<file path="src/rif_cfg.svh">
// Notes on behaviour
// - bit 7 selects set or clear of marked flags
// - timer reaching zero raises flag bit 5
// - transmit-type completions raise flag bit 4
// - receiver termination raises flag bit 3
// - command ending by itself raises flag bit 2
// - unknown command start raises flag bit 2
// - host-written idle command raises no flag
// - fifo level rising edges latch bits 1, 0
// - control bit 5 enters light sleep
// - control bit 4 enters deep sleep, oscillator off
// - control bit 3 set only by authentication
// - control bit 2 halts timer, reads zero
// - control bit 1 starts timer, reads zero
// - control bit 0 purges fifo, reads zero
// - reserved bits have no function, read zero
// - flag drives interrupt only when enabled
`ifndef RIF_CFG_SVH
`define RIF_CFG_SVH

// register indices; byte address is four times the index
`define RIF_IDX_MASK 6'h06
`define RIF_IDX_FLAGS 6'h07
`define RIF_IDX_CTRL 6'h09
`define RIF_ADDR_MASK {`RIF_IDX_MASK, 2'b00}
`define RIF_ADDR_FLAGS {`RIF_IDX_FLAGS, 2'b00}
`define RIF_ADDR_CTRL {`RIF_IDX_CTRL, 2'b00}

// reset values
`define RIF_RST_FLAGS 6'h00
`define RIF_RST_MASK 6'h00
`define RIF_RST_CTRL 1'b0

// flag and mask bit positions
`define RIF_BIT_SELECT 7
`define RIF_BIT_TIMER 5
`define RIF_BIT_TX 4
`define RIF_BIT_RX 3
`define RIF_BIT_IDLE 2
`define RIF_BIT_HIGH 1
`define RIF_BIT_LOW 0
`define RIF_FLAG_W 6

// control bit positions
`define RIF_BIT_LIGHT 5
`define RIF_BIT_DEEP 4
`define RIF_BIT_CIPHER 3
`define RIF_BIT_HALT 2
`define RIF_BIT_LAUNCH 1
`define RIF_BIT_PURGE 0

`endif

</file>
<file path="src/rif_pkg.sv">
package rif_pkg;
	// event pulses and levels from neighbouring units, same clock
	typedef struct packed {
		logic timer_zero;
		logic tx_done;
		logic rx_done;
		logic cmd_self_end;
		logic cmd_unknown;
		logic host_idle_write;
		logic fifo_high_level;
		logic fifo_low_level;
		logic auth2_success;
	} rif_events_t;

	// control strobes and modes toward neighbouring units
	typedef struct packed {
		logic timer_halt_strobe;
		logic timer_launch_strobe;
		logic fifo_purge;
		logic light_sleep;
		logic deep_sleep;
		logic osc_enable;
		logic cipher_active;
	} rif_ctrl_t;
endpackage : rif_pkg

</file>
<file path="src/rif_irq_ctrl.sv">
// Local design decision: register access over APB.
`timescale 1ns/1ps
`include "rif_cfg.svh"

module rif_irq_ctrl (
	// clock and reset
	input wire logic sys_clk_i,
	input wire logic reset_i,
	// apb slave
	input wire logic psel_i,
	input wire logic penable_i,
	input wire logic pwrite_i,
	input wire logic [7:0] paddr_i,
	input wire logic [31:0] pwdata_i,
	output logic [31:0] prdata_o,
	output logic pready_o,
	output logic pslverr_o,
	// events from other units
	input rif_pkg::rif_events_t events_i,
	// control toward other units
	output rif_pkg::rif_ctrl_t ctrl_o,
	output logic irq_o
);

	logic [`RIF_FLAG_W-1:0] flags_q, flags_d;
	logic [`RIF_FLAG_W-1:0] mask_q, mask_d;
	logic light_q, light_d;
	logic deep_q, deep_d;
	logic cipher_q, cipher_d;
	logic halt_q, launch_q, purge_q;
	logic high_prev_q, low_prev_q;
	logic irq_q;
	logic [31:0] prdata_q;

	// address decode
	wire sel_mask = paddr_i == `RIF_ADDR_MASK;
	wire sel_flags = paddr_i == `RIF_ADDR_FLAGS;
	wire sel_ctrl = paddr_i == `RIF_ADDR_CTRL;
	wire mapped = sel_mask | sel_flags | sel_ctrl;
	wire setup = psel_i & ~penable_i;
	wire access = psel_i & penable_i;
	wire wr = access & pwrite_i & mapped;
	wire wr_mask = wr & sel_mask;
	wire wr_flags = wr & sel_flags;
	wire wr_ctrl = wr & sel_ctrl;

	// write fields; bit 6 and control bits 7..6 are dropped
	wire set_sel = pwdata_i[`RIF_BIT_SELECT];
	wire [`RIF_FLAG_W-1:0] marked = pwdata_i[`RIF_FLAG_W-1:0];

	// hardware set terms
	wire high_rise = events_i.fifo_high_level & ~high_prev_q;
	wire low_rise = events_i.fifo_low_level & ~low_prev_q;
	wire idle_set = (events_i.cmd_self_end
		| events_i.cmd_unknown)
		& ~events_i.host_idle_write;
	wire [`RIF_FLAG_W-1:0] hw_set = {
		events_i.timer_zero,
		events_i.tx_done,
		events_i.rx_done,
		idle_set,
		high_rise,
		low_rise
	};

	// host set or clear of marked bits
	wire [`RIF_FLAG_W-1:0] flags_host = set_sel ? (flags_q | marked) : (flags_q & ~marked);
	wire [`RIF_FLAG_W-1:0] mask_host = set_sel ? (mask_q | marked) : (mask_q & ~marked);

	assign flags_d = (wr_flags ? flags_host : flags_q) | hw_set;
	assign mask_d = wr_mask ? mask_host : mask_q;

	// sleep modes follow written value
	assign light_d = wr_ctrl ? pwdata_i[`RIF_BIT_LIGHT] : light_q;
	assign deep_d = wr_ctrl ? pwdata_i[`RIF_BIT_DEEP] : deep_q;
	// cipher: set only by authentication, host may clear
	wire cipher_clr = wr_ctrl & ~pwdata_i[`RIF_BIT_CIPHER];
	assign cipher_d = events_i.auth2_success | (cipher_q & ~cipher_clr);

	// read mux; strobe bits read as zero
	wire [7:0] ctrl_rd = {2'b00, light_q, deep_q, cipher_q, 3'b000};
	wire [7:0] rd_byte = sel_mask ? {2'b00, mask_q} :
		sel_flags ? {2'b00, flags_q} :
		sel_ctrl ? ctrl_rd : 8'h00;

	always_ff @(posedge sys_clk_i) begin
		if (reset_i) begin
			flags_q <= `RIF_RST_FLAGS;
			mask_q <= `RIF_RST_MASK;
			light_q <= `RIF_RST_CTRL;
			deep_q <= `RIF_RST_CTRL;
			cipher_q <= `RIF_RST_CTRL;
		end else begin
			flags_q <= flags_d;
			mask_q <= mask_d;
			light_q <= light_d;
			deep_q <= deep_d;
			cipher_q <= cipher_d;
		end
	end

	// one-cycle control strobes
	always_ff @(posedge sys_clk_i) begin
		if (reset_i) begin
			halt_q <= 1'b0;
			launch_q <= 1'b0;
			purge_q <= 1'b0;
		end else begin
			halt_q <= wr_ctrl & pwdata_i[`RIF_BIT_HALT];
			launch_q <= wr_ctrl & pwdata_i[`RIF_BIT_LAUNCH];
			purge_q <= wr_ctrl & pwdata_i[`RIF_BIT_PURGE];
		end
	end

	// level history, interrupt and read data
	always_ff @(posedge sys_clk_i) begin
		if (reset_i) begin
			high_prev_q <= 1'b0;
			low_prev_q <= 1'b0;
			irq_q <= 1'b0;
			prdata_q <= 32'h0000_0000;
		end else begin
			high_prev_q <= events_i.fifo_high_level;
			low_prev_q <= events_i.fifo_low_level;
			irq_q <= |(flags_d & mask_d);
			if (setup) begin
				prdata_q <= {24'h00_0000, rd_byte};
			end
		end
	end

	assign prdata_o = prdata_q;
	assign pready_o = 1'b1;
	assign pslverr_o = access & ~mapped;
	assign irq_o = irq_q;

	assign ctrl_o.timer_halt_strobe = halt_q;
	assign ctrl_o.timer_launch_strobe = launch_q;
	assign ctrl_o.fifo_purge = purge_q;
	assign ctrl_o.light_sleep = light_q;
	assign ctrl_o.deep_sleep = deep_q;
	assign ctrl_o.osc_enable = ~deep_q;
	assign ctrl_o.cipher_active = cipher_q;

endmodule : rif_irq_ctrl

</file>
<file path="config.mk">
export PLATFORM = sky130hd
export DESIGN_NAME = rif_irq_ctrl
export DESIGN_NICKNAME = d
export VERILOG_FILES = /design/src/rif_pkg.sv /design/src/rif_irq_ctrl.sv
export VERILOG_INCLUDE_DIRS = /design/src
export SDC_FILE = /design/constraint.sdc
export NUM_CORES = 1
export LEC_CHECK = 0
export BUFFER_PORTS_ARGS = -buffer_cell sky130_fd_sc_hd__buf_4
export CORE_MARGIN = 3
export CORE_UTILIZATION = 38
export DETAILED_ROUTE_END_ITERATION = 8
export PLACE_DENSITY_LB_ADDON = 0.2
export SYNTH_ARGS = -nofsm -noshare
export SYNTH_HDL_FRONTEND = slang
export SYNTH_SLANG_ARGS = --single-unit
</file>
<file path="constraint.sdc">
create_clock -name sys_clk_i -period 1.84 [get_ports sys_clk_i]
set_clock_uncertainty 0.05 [all_clocks]
set_input_delay 0.368 -clock sys_clk_i [delete_from_list [all_inputs] [get_ports sys_clk_i]]
set_output_delay 0.368 -clock sys_clk_i [all_outputs]
set_load 0.01 [all_outputs]
</file>
# --- After elaboration in Yosys (flattened, before gate mapping) ---
# Index checks and enable logic that the tools add are counted.
# W data, S select, Z words.
op_classes:
  muxes: 7
  add_sub_neg: 0
  mul: 0
  n_eq_ne: 3
  div: 0
  bitwise_logic: 35
  magnitude_cmp: 0
  reduce_logical: 1
  n_shift: 0
op_table:
  columns: ["operator", "count"]
  rows:
  - ["$mux W6", 7]
  - ["$and A6 B6 Y6", 3]
  - ["$or A6 B6 Y6", 3]
  - ["$and A1 B1 Y1", 16]
  - ["$eq A8 B5 Y1 const B", 2]
  - ["$eq A8 B6 Y1 const B", 1]
  - ["$not A1 Y1", 8]
  - ["$not A6 Y6", 1]
  - ["$reduce_or A6 Y1", 1]
  - ["$or A1 B1 Y1", 4]
totals:
  latch_bits: 0
  word_cells: 58
  mem_bits_rw: 0
  mem_bits_ro: 0
  mem_count: 0
  input_bits: 54
  out_inout_bits: 42
  regBits: 29

# --- Logic depth before layout (Yosys ltp) ---
logic_depth:
  word_depth: 9
  depth_mapped: 6
  depth_no_buf: 5

# --- Worst setup path before layout ---
# No wires, ideal clock.
synth_path:
  path_kind: "input -> register"
  from: "in paddr_i[7]"
  to: "reg irq_q (netlist: irq_o)"
  cell_stages: 5
  t_required_ns: 1.652
  slack_ns: -0.050
  setup_ns: 0.138
  n_path_buf: 0
  arrival_time_ns: 1.701
  path_cell_list: "or4_4 -> o41ai_1 -> nand2_1 -> a22oi_1 -> a41oi_1"
synth_between:
  elab_chain_len: 9
  elab_cells_between_ends: 13
synth_rtl:
  columns: ["element", "line_no", "rtl"]
  rows:
  - ["start, declared", "rif_irq_ctrl.sv:13", "input wire logic [7:0] paddr_i,"]
  - ["$eq A8 B5 Y1 (no line)", null, null]
  - ["$or A1 B1 Y1 (2 in a row)", "rif_irq_ctrl.sv:39", "wire mapped = sel_mask | sel_flags | sel_ctrl;"]
  - ["$and A1 B1 Y1", "rif_irq_ctrl.sv:42", "wire wr = access & pwrite_i & mapped;"]
  - ["$and A1 B1 Y1", "rif_irq_ctrl.sv:44", "wire wr_flags = wr & sel_flags;"]
  - ["$mux W6", "rif_irq_ctrl.sv:70", "assign flags_d = (wr_flags ? flags_host : flags_q) | hw_set;"]
  - ["$or A6 B6 Y6", "rif_irq_ctrl.sv:70", null]
  - ["$and A6 B6 Y6 (*)", "rif_irq_ctrl.sv:125", "irq_q <= |(flags_d & mask_d);"]
  - ["$reduce_or A6 Y1 (*)", "rif_irq_ctrl.sv:125", null]
  - ["end signal, assigned", "rif_irq_ctrl.sv:125", null]
  - ["end, declared", "rif_irq_ctrl.sv:32", "logic irq_q;"]
# Mark *: on every way between the ends. The rest lies on a longest branch, timed or not.
# A chain may end at the register's enable or synchronous reset.

# --- Worst setup path in the final report ---
layout_path:
  from: "in paddr_i[0]"
  to: "out pslverr_o"
layout_between:
  elab_chain_len: 5
  elab_cells_between_ends: 7
layout_rtl:
  columns: ["element", "line_no", "rtl"]
  rows:
  - ["$eq A8 B5 Y1 (no line)", null, null]
  - ["$or A1 B1 Y1", "rif_irq_ctrl.sv:39", null]
  - ["$or A1 B1 Y1 (*)", "rif_irq_ctrl.sv:39", null]
  - ["$not A1 Y1 (*)", "rif_irq_ctrl.sv:134", "assign pslverr_o = access & ~mapped;"]
  - ["$and A1 B1 Y1 (*)", "rif_irq_ctrl.sv:134", null]
  - ["end, declared", "rif_irq_ctrl.sv:17", "output logic pslverr_o,"]
# Marks and branches as above.

==> impl_metrics.py <==
metrics = {
    "cts": {
        "htreeDepth": 1,
        "clkTransAtPathRegs_ps": 90,
        "numCtsBuffers": 3,
        "clock-root-buffer": "clkbuf_8",
        "clockBufferDepth": 2,
        "insertion_delay_ps": 270,
        "clock_sinks": 27,
        "cts_tree": "built",
    },
    "logic_synthesis": {
        "muxShareOfSynthArea_pct": 5.58,
        "ys.flop_type": "dfxtp_1",
        "synth_fa_ha_area_share_pct": 0,
        "yosysTopAreaCell": "dfxtp_1",
        "synth_top_area_share_pct": 35.5,
        "ys_warn_count": 0,
        "seq_area_frac_synth_pct": 35.5,
        "synth_top_family_by_area": "simple AND/OR/NAND/NOR gates",
        "synth_compound_area_share_pct": 17.2,
        "synthSimpleGateAreaFrac_pct": 21.3,
        "avgSynthCellArea_um2": 8.91,
        "synth_edf_count": 0,
        "synthTopCellsByArea": "dfxtp_1 35%, buf_4 16%, nor2_1 4.2%",
        "yosysUniqueCellTypes": 39,
        "async_flop_share_pct": 0,
        "syn_area_um2": 1520,
        "synth-seq-cells": 27,
        "synthXorXnorAreaFrac_pct": 0,
        "netlist_instances": 171,
    },
    "run": {
        "cap_violations": 0,
    },
    "drt": {
        "dr.pass1.iters": 4,
        "detail-route-antenna-nets": 0,
        "wl_per_cell_um": 13.7,
        "vias_per_cell": 4.98,
        "initialDrtViolationCount": 93,
        "wl_um": 3620,
        "vias": 1315,
        "drc": 0,
    },
    "critical_path": {
        "arrival_ps": 1390,
        "path_cells": "buf_4 -> or4_4 -> a21oi_1 -> nor2_1 -> buf_4",
        "cp_max_fo": 4,
        "cpMostUsedCell": "buf_4",
        "path_class": "in -> out",
        "r2r-start": "flags_q[4]$_SDFF_PP0_",
        "critical_path.slowest_cell": "or4_4",
        "cp-end-kind": "output pin",
        "cp.required_ps": 1420,
        "r2r_setup_slack_ps": 570,
        "cp-start-kind": "primary input",
        "slowest_delay_ps": 570,
        "reg2reg_to": "irq_o$_SDFF_PP0_",
        "crit_family": "simple AND/OR/NAND/NOR gates",
        "path_buf_inv": 2,
        "reg2reg_depth": 5,
    },
    "floorplan": {
        "die_y_um": 69.3,
        "core.rowCount": 22,
        "start_util_pct": 40.4,
        "die_width_um": 69.3,
        "dieArea_um2": 4810,
        "core-area_um2": 3770,
        "ioPinCount": 96,
    },
    "timing": {
        "drv_slew": 0,
        "hold_viol": 0,
        "rsz0062_at_grt": "no",
        "period_share_pct": 98.5,
        "period_needed_ps": 1810,
        "setup_viol": 0,
        "clock.fmax_mhz": 552,
    },
    "hold_path": {
        "min_from": "events_i[1]",
        "worst_hold_path.endpoint": "low_prev_q$_SDFF_PP0_",
        "whs_path_depth": 2,
        "hp-class": "in -> reg",
    },
    "global_route": {
        "antenna_found_initial": 0,
        "first_global_vias": 1248,
        "grt_pass1_wl_um": 6110,
        "overflow": 0,
        "grt_start_max_net_pins": 21,
        "grt_usage_pct": 15.5,
    },
    "pwr": {
        "peakVddDrop_mv": 0.390,
        "leakage_nw": 0.881,
        "totalPowerFinal_mw": 1.15,
        "pwr_density_cell_nw_per_um2": 604,
    },
    "layout": {
        "fillers": 364,
        "fin_nets": 271,
        "area_growth_pct": 25.3,
        "post-route-util_pct": 50.6,
        "drive_gt1_share_pct": 35.2,
        "diodes": 0,
    },
    "placed_design": {
        "hpwl_um": 2850,
        "finalWeightedCongestion": 0.801,
        "port_buffers": 43,
    },
    "outcome": {
        "status": "complete, no violations",
    },
}
[worst register-to-register path, stage by stage (launching register included)]
cell and delay [ps]:
dfxtp_1 320, inv_1 50, a41oi_1 40, a311o_2 380
a22oi_1 180, a41oi_2 140
[cell families after synthesis]
kind of cell	after synthesis
and+or+nand+nor	54
buffers and inverters	47
AOI/OAI and AO/OA	33
DFF	27
muxes	8
other	2
[through the flow]
stage	std cells	cell area, um^2	setup WS, ps	hold slack, ps	TNS (ps)
6_report	264	1910	27.9	260	0
5_1_grt	264	1910	4.11	268	0
4_1_cts	264	1900	2.41	259	0
3_5_place_dp	257	1810	-368	418	-1050
3_3_place_gp	257	1810	-312	417	-732
2_1_floorplan	196	1630	15.7	397	0
[area by class of cell]
| cell class | instances | area (um^2) | area share (%) |
|---|---|---|---|
| inverters | 7 | 26.3 | 1.38 |
| clock inverters | 1 | 7.51 | 0.393 |
| well taps | 48 | 60.1 | 3.15 |
| repair buffers | 56 | 424 | 22.2 |
| multi-input cells | 122 | 810 | 42.4 |
| flip-flops and latches | 27 | 541 | 28.3 |
| clock buffers | 3 | 41.3 | 2.16 |
[metal layers]
metal	track usage (%)	part of all wire, %	vias to the layer above
li1	-	-	646
met1	19.9	40	600
met2	24.9	49	64
met3	4.49	9.4	5
met4	5.21	1.1	0
met5	0	0	-
[synth_stat cells (5+ instances only)]
cell	count
nand4_1	7
nor2b_1	5
clkbuf_1	5
dfxtp_1	27
a211oi_1	6
and2_1	7
nor2_1	17
inv_1	7
buf_4	33
a41oi_1	5
[worst max path at each step]
stage	from	end	slack, ps	depth (start not counted)
finish	paddr_i[0]	pslverr_o	30	5
global route	paddr_i[0]	irq_o$_SDFF_PP0_	4	7
CTS	paddr_i[0]	irq_o$_SDFF_PP0_	2	7
detailed placement	paddr_i[7]	irq_o$_SDFF_PP0_	-370	6
global placement	paddr_i[7]	irq_o$_SDFF_PP0_	-310	6
floorplan	paddr_i[7]	irq_o$_SDFF_PP0_	20	5
[cells in the final DEF, fill, tap and decap left out, types with 5 or more instances in the layout]
cell,count
conb_1,27
nor2b_1,5
and2_1,7
nand4_1,7
dfxtp_1,27
a211oi_1,6
inv_1,7
buf_4,55
nor2_1,17
[report_power, final]
group	switching, mW	internal [mW]	leakage (nW)
clock network	0.189	0.154	0.0217
registers	0.0104	0.605	0.221
logic	0.106	0.0891	0.638
[timing repair]
| item | 4_1_cts | 5_1_grt |
|---|---|---|
| hold endpoints to repair | 0 | 0 |
| setup endpoints to repair | 1 | 1 |
| gates resized for setup | 6 | 1 |
| pin swaps | 6 | 1 |
| hold buffers | 0 | 0 |
| buffers inserted | 3 | 0 |
Power figures use the tool's default switching activity.
